--- src/hw/ida_pkg.sv ---
// Package: addresses, widths and pointer locations of the indirect addressing unit
package ida_pkg;
	localparam int ADDR_W = 9;
	localparam int DATA_W = 8;
	localparam int SECT_W = 1;
	localparam logic [7:0] PORT_SECTOR0_ADDR = 8'h00;
	localparam logic [7:0] SECTOR0_PTR_ADDR = 8'h01;
	localparam logic [7:0] PORT_A_ADDR = 8'h02;
	localparam logic [7:0] PTR_A_LOW_ADDR = 8'h03;
	localparam logic [7:0] PTR_A_SECTOR_ADDR = 8'h04;
	localparam logic [7:0] PORT_B_ADDR = 8'h0C;
	localparam logic [7:0] PTR_B_LOW_ADDR = 8'h0D;
	localparam logic [7:0] PTR_B_SECTOR_ADDR = 8'h0E;
	localparam logic [7:0] SFR_LIMIT = 8'h80;
	localparam logic [7:0] PTR_RESET = 8'h00;
	localparam logic [7:0] ZERO_BYTE = 8'h00;
	typedef enum logic [1:0] {
		IDA_PORT_NONE = 2'b00,
		IDA_PORT_S0 = 2'b01,
		IDA_PORT_A = 2'b10,
		IDA_PORT_B = 2'b11
	} ida_port_t;
endpackage

--- src/hw/ida_unit.sv ---
// Indirect addressing unit: pointer registers, port redirection and unused-location zero read
`timescale 1ns/1ps
`default_nettype none
// Function
// - Unused special locations read back zero
// - Port access goes to pointer-addressed location
// - Sector-zero port reaches sector 0 only
// - Port A uses pointer A low byte plus the lowest bits of its sector byte
// - Port B uses pointer B low byte plus the lowest bits of its sector byte
// - Port location itself reads as zero
// - Write to port location itself changes nothing
// - High byte selects sector, low byte offset
module ida_unit
	import ida_pkg::*;
#(
	parameter int SECTORS = 2
) (
	// Clock and reset
	input wire logic clock_i,
	input wire logic rst_n_i,
	// Core access request
	input wire logic [ida_pkg::ADDR_W-1:0] core_addr_i,
	input wire logic core_rd_i,
	input wire logic core_wr_i,
	input wire logic [ida_pkg::DATA_W-1:0] core_wdata_i,
	// Location is implemented somewhere in the special area
	input wire logic sfr_used_i,
	// Redirected access to data memory
	output logic [ida_pkg::ADDR_W-1:0] mem_addr_o,
	output logic mem_rd_o,
	output logic mem_wr_o,
	output logic [ida_pkg::DATA_W-1:0] mem_wdata_o,
	input wire logic [ida_pkg::DATA_W-1:0] mem_rdata_i,
	// Read data back to the core, valid the cycle after a read
	output logic [ida_pkg::DATA_W-1:0] core_rdata_o,
	// Pointer values
	output logic [ida_pkg::DATA_W-1:0] sector0_pointer_o,
	output logic [ida_pkg::DATA_W-1:0] pointer_a_low_o,
	output logic [ida_pkg::DATA_W-1:0] pointer_a_sector_o,
	output logic [ida_pkg::DATA_W-1:0] pointer_b_low_o,
	output logic [ida_pkg::DATA_W-1:0] pointer_b_sector_o
);
	import ida_pkg::*;

	// Pointer registers, in the order of the hit and next-value vectors
	localparam int PTR_N = 5;
	localparam int PTR_S0 = 0;
	localparam int PTR_A_LOW = 1;
	localparam int PTR_A_SECT = 2;
	localparam int PTR_B_LOW = 3;
	localparam int PTR_B_SECT = 4;
	localparam logic [PTR_N-1:0][7:0] PTR_ADDRS = {
		PTR_B_SECTOR_ADDR,
		PTR_B_LOW_ADDR,
		PTR_A_SECTOR_ADDR,
		PTR_A_LOW_ADDR,
		SECTOR0_PTR_ADDR
	};

	// Refuse configurations the address split cannot serve
	if (SECTORS < 1 || SECTORS > (1 << SECT_W)) begin : g_bad_sectors
		$error("SECTORS out of range");
	end
	if (ADDR_W != SECT_W + 8) begin : g_bad_addr_w
		$error("ADDR_W must be SECT_W plus one byte");
	end
	if (DATA_W != 8) begin : g_bad_data_w
		$error("Pointers must be one byte wide");
	end

	typedef struct packed {
		logic [DATA_W-1:0] sector0_pointer;
		logic [DATA_W-1:0] pointer_a_low;
		logic [DATA_W-1:0] pointer_a_sector;
		logic [DATA_W-1:0] pointer_b_low;
		logic [DATA_W-1:0] pointer_b_sector;
		logic [DATA_W-1:0] rdata;
		logic rd_mem;
		logic rd_zero;
	} ida_state_t;

	ida_state_t state_q;
	ida_state_t state_d;
	ida_port_t port_sel;
	ida_port_t target_port;
	logic in_sector0;
	logic is_sfr;
	logic sfr_void;
	logic target_void;
	logic target_low;
	logic wr_go;
	logic [SECT_W-1:0] sect_a;
	logic [SECT_W-1:0] sect_b;
	logic [ADDR_W-1:0] target_addr;
	logic [PTR_N-1:0] ptr_hit;
	logic [PTR_N-1:0][DATA_W-1:0] ptr_cur;
	logic [PTR_N-1:0][DATA_W-1:0] ptr_next;

	ida_port_decode u_dec (
		.addr_i(core_addr_i),
		.port_o(port_sel)
	);

	// Pointer that feeds an indirect port may itself name a port location
	ida_port_decode u_dec_tgt (
		.addr_i(target_addr),
		.port_o(target_port)
	);

	// Special area is the low part of sector 0
	assign in_sector0 = (core_addr_i[ADDR_W-1:8] == '0);
	assign is_sfr = in_sector0 && (core_addr_i[7:0] < SFR_LIMIT);
	assign sfr_void = (port_sel == IDA_PORT_NONE) && is_sfr && !sfr_used_i;

	// Only the lowest sector bits of a sector byte take part in the address
	assign sect_a = state_q.pointer_a_sector[SECT_W-1:0];
	assign sect_b = state_q.pointer_b_sector[SECT_W-1:0];

	always_comb begin
		case (port_sel)
			IDA_PORT_S0: begin
				target_addr = {{(ADDR_W-8){1'b0}}, state_q.sector0_pointer};
			end
			IDA_PORT_A: begin
				target_addr = {sect_a, state_q.pointer_a_low};
			end
			IDA_PORT_B: begin
				target_addr = {sect_b, state_q.pointer_b_low};
			end
			default: begin
				target_addr = core_addr_i;
			end
		endcase
	end

	// A pointer that names a port location leads nowhere: no storage behind it
	assign target_void = (port_sel != IDA_PORT_NONE) && (target_port != IDA_PORT_NONE);
	assign target_low = (target_addr[ADDR_W-1:8] == '0);
	assign wr_go = core_wr_i && !target_void;

	assign ptr_cur[PTR_S0] = state_q.sector0_pointer;
	assign ptr_cur[PTR_A_LOW] = state_q.pointer_a_low;
	assign ptr_cur[PTR_A_SECT] = state_q.pointer_a_sector;
	assign ptr_cur[PTR_B_LOW] = state_q.pointer_b_low;
	assign ptr_cur[PTR_B_SECT] = state_q.pointer_b_sector;

	// Pointers live in data memory, so a redirected write reaches them too
	for (genvar gi = 0; gi < PTR_N; gi++) begin : g_ptr
		assign ptr_hit[gi] = wr_go && target_low && (target_addr[7:0] == PTR_ADDRS[gi]);
		assign ptr_next[gi] = ptr_hit[gi] ? core_wdata_i : ptr_cur[gi];
	end

	always_comb begin
		state_d = state_q;
		state_d.rd_mem = 1'b0;
		state_d.rd_zero = 1'b0;
		mem_addr_o = target_addr;
		mem_rd_o = 1'b0;
		mem_wr_o = 1'b0;
		mem_wdata_o = core_wdata_i;
		// Reads: redirected or direct, unless nothing stands behind the location
		if (core_rd_i) begin
			if (target_void) begin
				state_d.rd_zero = 1'b1;
			end else if (sfr_void) begin
				state_d.rd_zero = 1'b1;
			end else begin
				mem_rd_o = 1'b1;
				state_d.rd_mem = 1'b1;
			end
		end
		// Writes: a void target takes nothing; an unused location gets no memory write, but a pointer at that address still loads
		if (core_wr_i) begin
			if (target_void) begin
				mem_wr_o = 1'b0;
			end else if (sfr_void) begin
				mem_wr_o = 1'b0;
			end else begin
				mem_wr_o = 1'b1;
			end
		end
		state_d.sector0_pointer = ptr_next[PTR_S0];
		state_d.pointer_a_low = ptr_next[PTR_A_LOW];
		state_d.pointer_a_sector = ptr_next[PTR_A_SECT];
		state_d.pointer_b_low = ptr_next[PTR_B_LOW];
		state_d.pointer_b_sector = ptr_next[PTR_B_SECT];
		// Hold the last read byte once the memory moves on
		if (state_q.rd_zero) begin
			state_d.rdata = ZERO_BYTE;
		end else if (state_q.rd_mem) begin
			state_d.rdata = mem_rdata_i;
		end
	end

	always_ff @(posedge clock_i) begin
		if (!rst_n_i) begin
			state_q.sector0_pointer <= PTR_RESET;
			state_q.pointer_a_low <= PTR_RESET;
			state_q.pointer_a_sector <= PTR_RESET;
			state_q.pointer_b_low <= PTR_RESET;
			state_q.pointer_b_sector <= PTR_RESET;
			state_q.rdata <= ZERO_BYTE;
			state_q.rd_mem <= 1'b0;
			state_q.rd_zero <= 1'b0;
		end else begin
			state_q <= state_d;
		end
	end

	// Read byte: the memory's answer in the cycle after the read, then the held copy
	always_comb begin
		if (state_q.rd_zero) begin
			core_rdata_o = ZERO_BYTE;
		end else if (state_q.rd_mem) begin
			core_rdata_o = mem_rdata_i;
		end else begin
			core_rdata_o = state_q.rdata;
		end
	end

	assign sector0_pointer_o = state_q.sector0_pointer;
	assign pointer_a_low_o = state_q.pointer_a_low;
	assign pointer_a_sector_o = state_q.pointer_a_sector;
	assign pointer_b_low_o = state_q.pointer_b_low;
	assign pointer_b_sector_o = state_q.pointer_b_sector;
endmodule
`default_nettype wire

--- src/hw/ida_port_decode.sv ---
// Decoder: which indirect access port a core address names
`timescale 1ns/1ps
`default_nettype none
module ida_port_decode
	import ida_pkg::*;
(
	// Address in
	input wire logic [ida_pkg::ADDR_W-1:0] addr_i,
	// Port selected
	output ida_pkg::ida_port_t port_o
);
	import ida_pkg::*;
	always_comb begin
		port_o = IDA_PORT_NONE;
		if (addr_i[ADDR_W-1:8] == '0) begin
			case (addr_i[7:0])
				PORT_SECTOR0_ADDR: port_o = IDA_PORT_S0;
				PORT_A_ADDR: port_o = IDA_PORT_A;
				PORT_B_ADDR: port_o = IDA_PORT_B;
				default: port_o = IDA_PORT_NONE;
			endcase
		end
	end
endmodule
`default_nettype wire

--- config.mk ---
export PLATFORM = sky130hd
export DESIGN_NAME = ida_unit
export DESIGN_NICKNAME = d
export VERILOG_FILES = /design/src/hw/ida_pkg.sv /design/src/hw/ida_unit.sv /design/src/hw/ida_port_decode.sv
export SDC_FILE = /design/constraint.sdc
export NUM_CORES = 1
export LEC_CHECK = 0
export ABC_CLOCK_PERIOD_IN_PS = 2850
export BUFFER_PORTS_ARGS = -buffer_cell sky130_fd_sc_hd__buf_2
export CAP_MARGIN = 30
export CORE_MARGIN = 2
export CORE_UTILIZATION = 50
export CTS_CLUSTER_DIAMETER = 100
export DETAILED_ROUTE_END_ITERATION = 16
export GPL_TIMING_DRIVEN = 0
export HOLD_SLACK_MARGIN = 0.12
export PLACE_DENSITY = 0.8
export SLEW_MARGIN = 30
export SYNTH_ARGS = -nofsm -noshare
export SYNTH_HDL_FRONTEND = slang
export SYNTH_SLANG_ARGS = --single-unit
export TNS_END_PERCENT = 20
--- constraint.sdc ---
create_clock -name clock_i -period 2.85 [get_ports clock_i]
set_input_delay 0.285 -clock clock_i [delete_from_list [all_inputs] [get_ports clock_i]]
set_output_delay 0.285 -clock clock_i [all_outputs]
set_load 0.05 [all_outputs]
==> results of run 1 <==
repair_timing:
action                                  CTS  global route
pin swaps                                 1             1
gates resized for setup                   2             4
endpoints found under the setup margin    2             2
setup buffers                             0             3
metal layers:
| metal | vias to the layer above | wire length (um) |
|---|---|---|
| li1 | 1261 | - |
| met1 | 1197 | 3040 |
| met2 | 98 | 3330 |
| met3 | 9 | 628 |
| met4 | 0 | 86 |
| met5 | - | 0 |
kinds of logic (layout without fill, tap and decap cells):
logic type      Yosys count  count (layout)  share of synthesized area [%]
simple gates            116             116                           20.1
buf+inv                  69             175                           16.1
flops                    50              50                           35.7
mux                      49              49                           17.5
compound gates           37              37                           10.7
layout make-up:
class,instances,share of cell area (%)
multi-input cells,202,39.1
repair buffers,98,13.9
plain buffers,65,12.2
well taps,72,2.51
clock inverters,2,1.68
flip-flops and latches,50,27.9
clock buffers,6,2.30
inverters,4,0.419
per-stage QoR:
step | hold slack, ns | util (%) | TNS, ns
2_1_floorplan | 0.399 | - | -0.0229
3_3_place_gp | 0.445 | 61.8 | -0.128
3_5_place_dp | 0.449 | 61.8 | -0.140
4_1_cts | 0.190 | 64.6 | 0
5_1_grt | 0.211 | 65.5 | -0.0933
6_report | 0.192 | 65.5 | 0
tightest hold or removal path, cell delays in order:
cell	delay, ns
buf_2	0.11
nand2_1	0.05
nor2_1	0.03
synth_stat cells (all sizes together):
| cell type | count | area, sq um |
|---|---|---|
| nand4 | 1 | 21.3 |
| nand3 | 4 | 30.0 |
| a21oi | 3 | 15.0 |
| or2 | 4 | 25.0 |
| a21o | 1 | 7.51 |
| a32o | 1 | 11.3 |
| mux2i | 49 | 490 |
| or3b | 1 | 8.76 |
| o22a | 1 | 8.76 |
| a32oi | 1 | 8.76 |
| a31oi | 1 | 6.26 |
| o21ba | 1 | 10.0 |
| o2bb2ai | 3 | 26.3 |
| a2111oi | 1 | 10.0 |
| and2 | 10 | 62.6 |
| buf | 52 | 389 |
| a2bb2oi | 1 | 8.76 |
| a211oi | 3 | 45.0 |
| o21a | 4 | 30.0 |
| nor2 | 27 | 106 |
| clkbuf | 13 | 48.8 |
| o211ai | 1 | 7.51 |
| dfxtp | 50 | 1000 |
| nand2b | 1 | 6.26 |
| a31o | 2 | 17.5 |
| nand3b | 1 | 7.51 |
| and3 | 3 | 18.8 |
| nor4 | 5 | 31.3 |
| o21ai | 6 | 30.0 |
| or4 | 1 | 7.51 |
| nor3 | 4 | 20.0 |
| and3b | 3 | 26.3 |
| a22oi | 1 | 7.51 |
| a221oi | 1 | 15.0 |
| nand2 | 51 | 191 |
| o22ai | 4 | 25.0 |
| inv | 4 | 15.0 |
| o32ai | 1 | 8.76 |
flip-flops by register name, indices dropped and copies added (netlist names):
signal / cells
pointer_b_sector_o: 8
sector0_pointer_o: 8
state_q: 10
pointer_a_low_o: 8
pointer_a_sector_o: 8
pointer_b_low_o: 8
final timing paths:
kind	end	slack [ns]	depth (start not counted)
setup reg to reg	pointer_a_low_o[7]	0.73	6
hold / removal	state_q[0]	0.19	3
setup / recovery	mem_rd_o	0.1	9
hold reg to reg	pointer_b_sector_o[3]	0.47	2
cell usage in the layout (no fill, tap or decap), types with 2 or more instances in the layout:
cell       instances
nor4_1             4
a21oi_1            3
mux2i_1           49
or2_2              4
clkbuf_1          13
dfxtp_1           50
and2_1             9
buf_4             52
nand3_1            2
nor2_1            25
nand3_2            2
nand2_1           51
a211oi_4           3
o21ai_0            6
and3b_1            3
clkbuf_8           6
and3_1             3
o22ai_1            4
inv_1              4
o2bb2ai_1          2
nor3_1             4
buf_2             97
o21a_1             4
bufinv_16          2
power by group through the flow:
stage	registers, mW	logic, mW	clock network (mW)
global route	0.707	0.285	0.645
global placement	0.723	0.257	0
finish	0.707	0.267	0.615
floorplan	0.722	0.189	0
CTS	0.707	0.262	0.617
detailed placement	0.723	0.260	0
==> results.ini, run 1 <==
[critical_path]
critPathSlowestCell = or4_1
cp_top_family = simple AND/OR/NAND/NOR gates
required_ns = 2.57
start_kind = primary input
cp_cell_sequence = buf_2 > or4_1 > buf_2 > nor4_1 > o2bb2ai_1 > o32ai_2 > a31oi_2 > and2_2 > buf_2
critical_path_class = primary input to primary output
startpoint = core_addr_i[4]
r2r_start = pointer_a_low_o[4]
cp_common_cell = buf_2
cpPeakStageDelay_ns = 0.51
cp_max_fo = 7
worstPathArrival_ns = 2.47
worst_setup_path_end_kind = primary output
crit_buf_inv = 3

[die]
core_area_sq_mm = 0.00547
dieArea_sq_mm = 0.00623
die_height_um = 78.9
std_cell_rows = 27
die_w_um = 78.9
io_pins = 97
initial_core_util_pct = 51.3

[timing]
skew_ns = 0.00805
worst_pin_slew_ns = 0.569
finalHoldViolCount = 0
setup_viol = 0
final_max_slew_viol_count = 0
min_period_ns = 2.75
worst_slack_ns = 0.0976
finalCritPeriodShare_pct = 96.6
fmax_mhz = 363
slew_headroom_pct = 62.0

[finish]
multi_input_area_sq_mm = 0.00140
stdcell_area_sq_mm = 0.00358
area.sequential_sq_mm = 0.00100
fillers = 486
area_growth_pct = 27.7
instances_no_fill = 499
nNetsFinal = 456
antenna_cells = 0
drive_above_1_share_pct = 41.9

[clock_tree]
htreeDepth = 2
ctsHoldBuffers = 0
cts_tree = done
clock_latency_ns = 0.31
clockBufferDepth = 2
cts_root_buffer = clkbuf_8
cts_buffers = 5
clock_sinks = 50
clk_pin_slew_ns = 0.10

[logic_synthesis]
yosys_warnings = 0
yosys_register_bits = 50
netlist_instances = 321
ys_types = 44
syn_area_sq_mm = 0.00281
seq_area_frac_synth_pct = 35.7
synth_nets = 351
synth.avg_cell_area_sq_um = 8.74

[pwr]
switching_share_pct = 27.1
p_int_mw = 1.16
p_comb_share_pct = 16.8
ir_drop_mv = 0.290
power_mw = 1.59
pwr_density_cell_mw_per_mm2 = 443
p_switching_mw = 0.431
leakagePower_nw = 1.84
power_frac_seq_pct = 44.5
clockPowerShare_pct = 38.7

[global_routing]
grt_start_max_net_pins = 16
grtUsageMet2_pct = 37.6
antenna_found_initial = 0
grt_overflow = 0
grt_pass1_vias = 2363
grt-busiest-layer = met2
grt_pass1_wl_mm = 11.4
use_met1_pct = 31.4
met3_usage_pct = 3.86
track_usage_pct = 23.2

[routing]
firstDrtPassIters = 4
vias = 2565
ant_nets = 0
vias_per_cell = 5.14
drtIter0Drc = 190
routed_wl_mm = 7.09
wl_per_cell_um = 14.2
drc_errors = 0

[placed_design]
place_hpwl_mm = 5.28
port_buffers = 95
place_congestion = 0.984
dp_cells = 488
place_area_sq_mm = 0.00338
place_ws_ns = -0.0730

[min_path]
min_path_type = primary input to register
hp-start = core_rd_i

[job]
cap_violations = 0

[status]
outcome = complete, no violations

(Power assumes the default switching activity.)
==> run 2, diff against run 1 <==
Settings changed: BUFFER_PORTS_ARGS -buffer_cell sky130_fd_sc_hd__buf_2 to -buffer_cell sky130_fd_sc_hd__buf_4, SETUP_SLACK_MARGIN from default to 0.1.
==> results.ini, run 2 (synthesized netlist as in run 1, its figures left out) <==
[finish]
largest_register_ffs = 10
nNetsFinal = 459
final_common_cell = buf_4
drive_above_1_share_pct = 42.6
regMostFlops = state_q
multi_input_area_sq_mm = 0.00142
antenna_cells = 0
mostFrequentLayoutCells = buf_4 (150), nand2_1 (51), dfxtp_1 (50), mux2i_1 (49), nor2_1 (25)
fillers = 445
stdcell_area_sq_mm = 0.00386
area_growth_pct = 37.5
area.sequential_sq_mm = 0.00100

[pwr]
p_comb_share_pct = 18.7
leakagePower_nw = 1.89
switching_share_pct = 26.5
clockPowerShare_pct = 37.6
pwr_density_cell_mw_per_mm2 = 418
p_switching_mw = 0.428
ir_drop_mv = 0.275
p_int_mw = 1.19
power_frac_seq_pct = 43.8

[routing]
drc_errors = 0
wl_met2_mm = 3.53
drt-met1-wl_mm = 3.18
maxUsedRoutingLayer = met4
ant_nets = 0
drtIter0Drc = 188
vias_per_cell = 5.27
wl_met3_um = 526
routed_wl_mm = 7.42
firstDrtPassIters = 5
vias = 2644
wl_per_cell_um = 14.8

[clock_tree]
ctsHoldBuffers = 0
cts_root_buffer = clkbuf_8
clock_latency_ns = 0.30
cts_buffers = 5
clock_sinks = 50
clockBufferDepth = 2
htreeDepth = 2
cts_tree = done
clk_pin_slew_ns = 0.08

[critical_path]
worst_setup_path_end_kind = primary output
critical_path_class = primary input to primary output
cp_max_fo = 6
worstPathArrival_ns = 2.43
start_kind = primary input
required_ns = 2.57

[global_routing]
track_usage_pct = 24.0
antenna_found_initial = 0
grt_pass1_wl_mm = 11.8
grt_pass1_vias = 2474
grt_start_max_net_pins = 16
grt_overflow = 0

[timing]
skew_ns = 0.0117
worst_pin_slew_ns = 0.579
setup_viol = 0
finalHoldViolCount = 0
worst_slack_ns = 0.140
fmax_mhz = 369
slew_headroom_pct = 61.4
rsz0062_at_grt = no
finalCritPeriodShare_pct = 95.1
min_period_ns = 2.71
final_max_slew_viol_count = 0

[job]
cap_violations = 0

[die]
core_area_sq_mm = 0.00547
std_cell_rows = 27
initial_core_util_pct = 51.3
die_height_um = 78.9
io_pins = 97
dieArea_sq_mm = 0.00623
die_w_um = 78.9

[placed_design]
port_buffers = 95
place_ws_ns = -0.0276
place_hpwl_mm = 5.42
place_area_sq_mm = 0.00362
place_congestion = 0.993

[min_path]
min_path_type = primary input to register

[status]
outcome = complete, no violations

-- run 2: cell count changes in the layout (fill, tap and decap cells not counted), sizes merged --
cell / previous run / this run
buf: 150 / 153
-- run 2: area by class of cell --
class | instances | area share (%)
plain buffers | 65 | 11.3
inverters | 4 | 0.389
repair buffers | 101 | 19.6
clock inverters | 2 | 1.56
flip-flops and latches | 50 | 25.9
well taps | 72 | 2.33
multi-input cells | 202 | 36.7
clock buffers | 6 | 2.14
-- run 2: worst paths after layout --
check / start / end / slack, ns / cells past startpoint
worst max register to register: pointer_a_low_o[5] / pointer_b_sector_o[0] / 0.74 / 7
worst min-delay path: core_rd_i / state_q[0] / 0.21 / 3
worst max-delay path: core_addr_i[3] / mem_rd_o / 0.14 / 9
worst min register to register: pointer_b_sector_o[4] / pointer_b_sector_o[4] / 0.46 / 2
-- run 2: critical path: stages --
cell	delay, ns
buf_4	0.12
or3b_1	0.37
buf_2	0.17
or2_2	0.30
a31o_1	0.27
a211oi_4	0.31
a31oi_2	0.18
and2_2	0.22
buf_4	0.18
-- run 2: timing repair --
action	4_1_cts	5_1_grt
pin swaps	1	2
gates cloned	0	0
setup buffers	3	3
gates resized for setup	4	4
endpoints found under the setup margin	2	2
-- run 2: stage by stage --
stage | instances | setup TNS [ns] | util [%] | hold slack [ns] | power (mW)
after floorplan | 321 | -0.0229 | - | 0.399 | 0.912
after global placement | 488 | -0.00634 | 66.1 | 0.443 | 1.01
after detailed placement | 488 | -0.0493 | 66.1 | 0.451 | 1.01
after CTS | 499 | 0 | 69.6 | 0.211 | 1.61
after global routing | 502 | 0 | 70.5 | 0.218 | 1.67
final | 502 | 0 | 70.5 | 0.213 | 1.61
-- run 2: power groups by stage --
stage          clock [mW]  combinational (mW)  sequential (mW)
2_1_floorplan           0               0.189            0.722
3_3_place_gp            0               0.283            0.723
3_5_place_dp            0               0.287            0.723
4_1_cts             0.611               0.292            0.706
5_1_grt             0.644               0.319            0.707
6_report            0.606               0.301            0.706
-- run 2: metal layers --
layer,vias to the layer above,track usage [%]
met5,-,0
met4,0,8.45
met3,20,3.98
met2,132,40.5
met1,1230,31.0
li1,1262,-
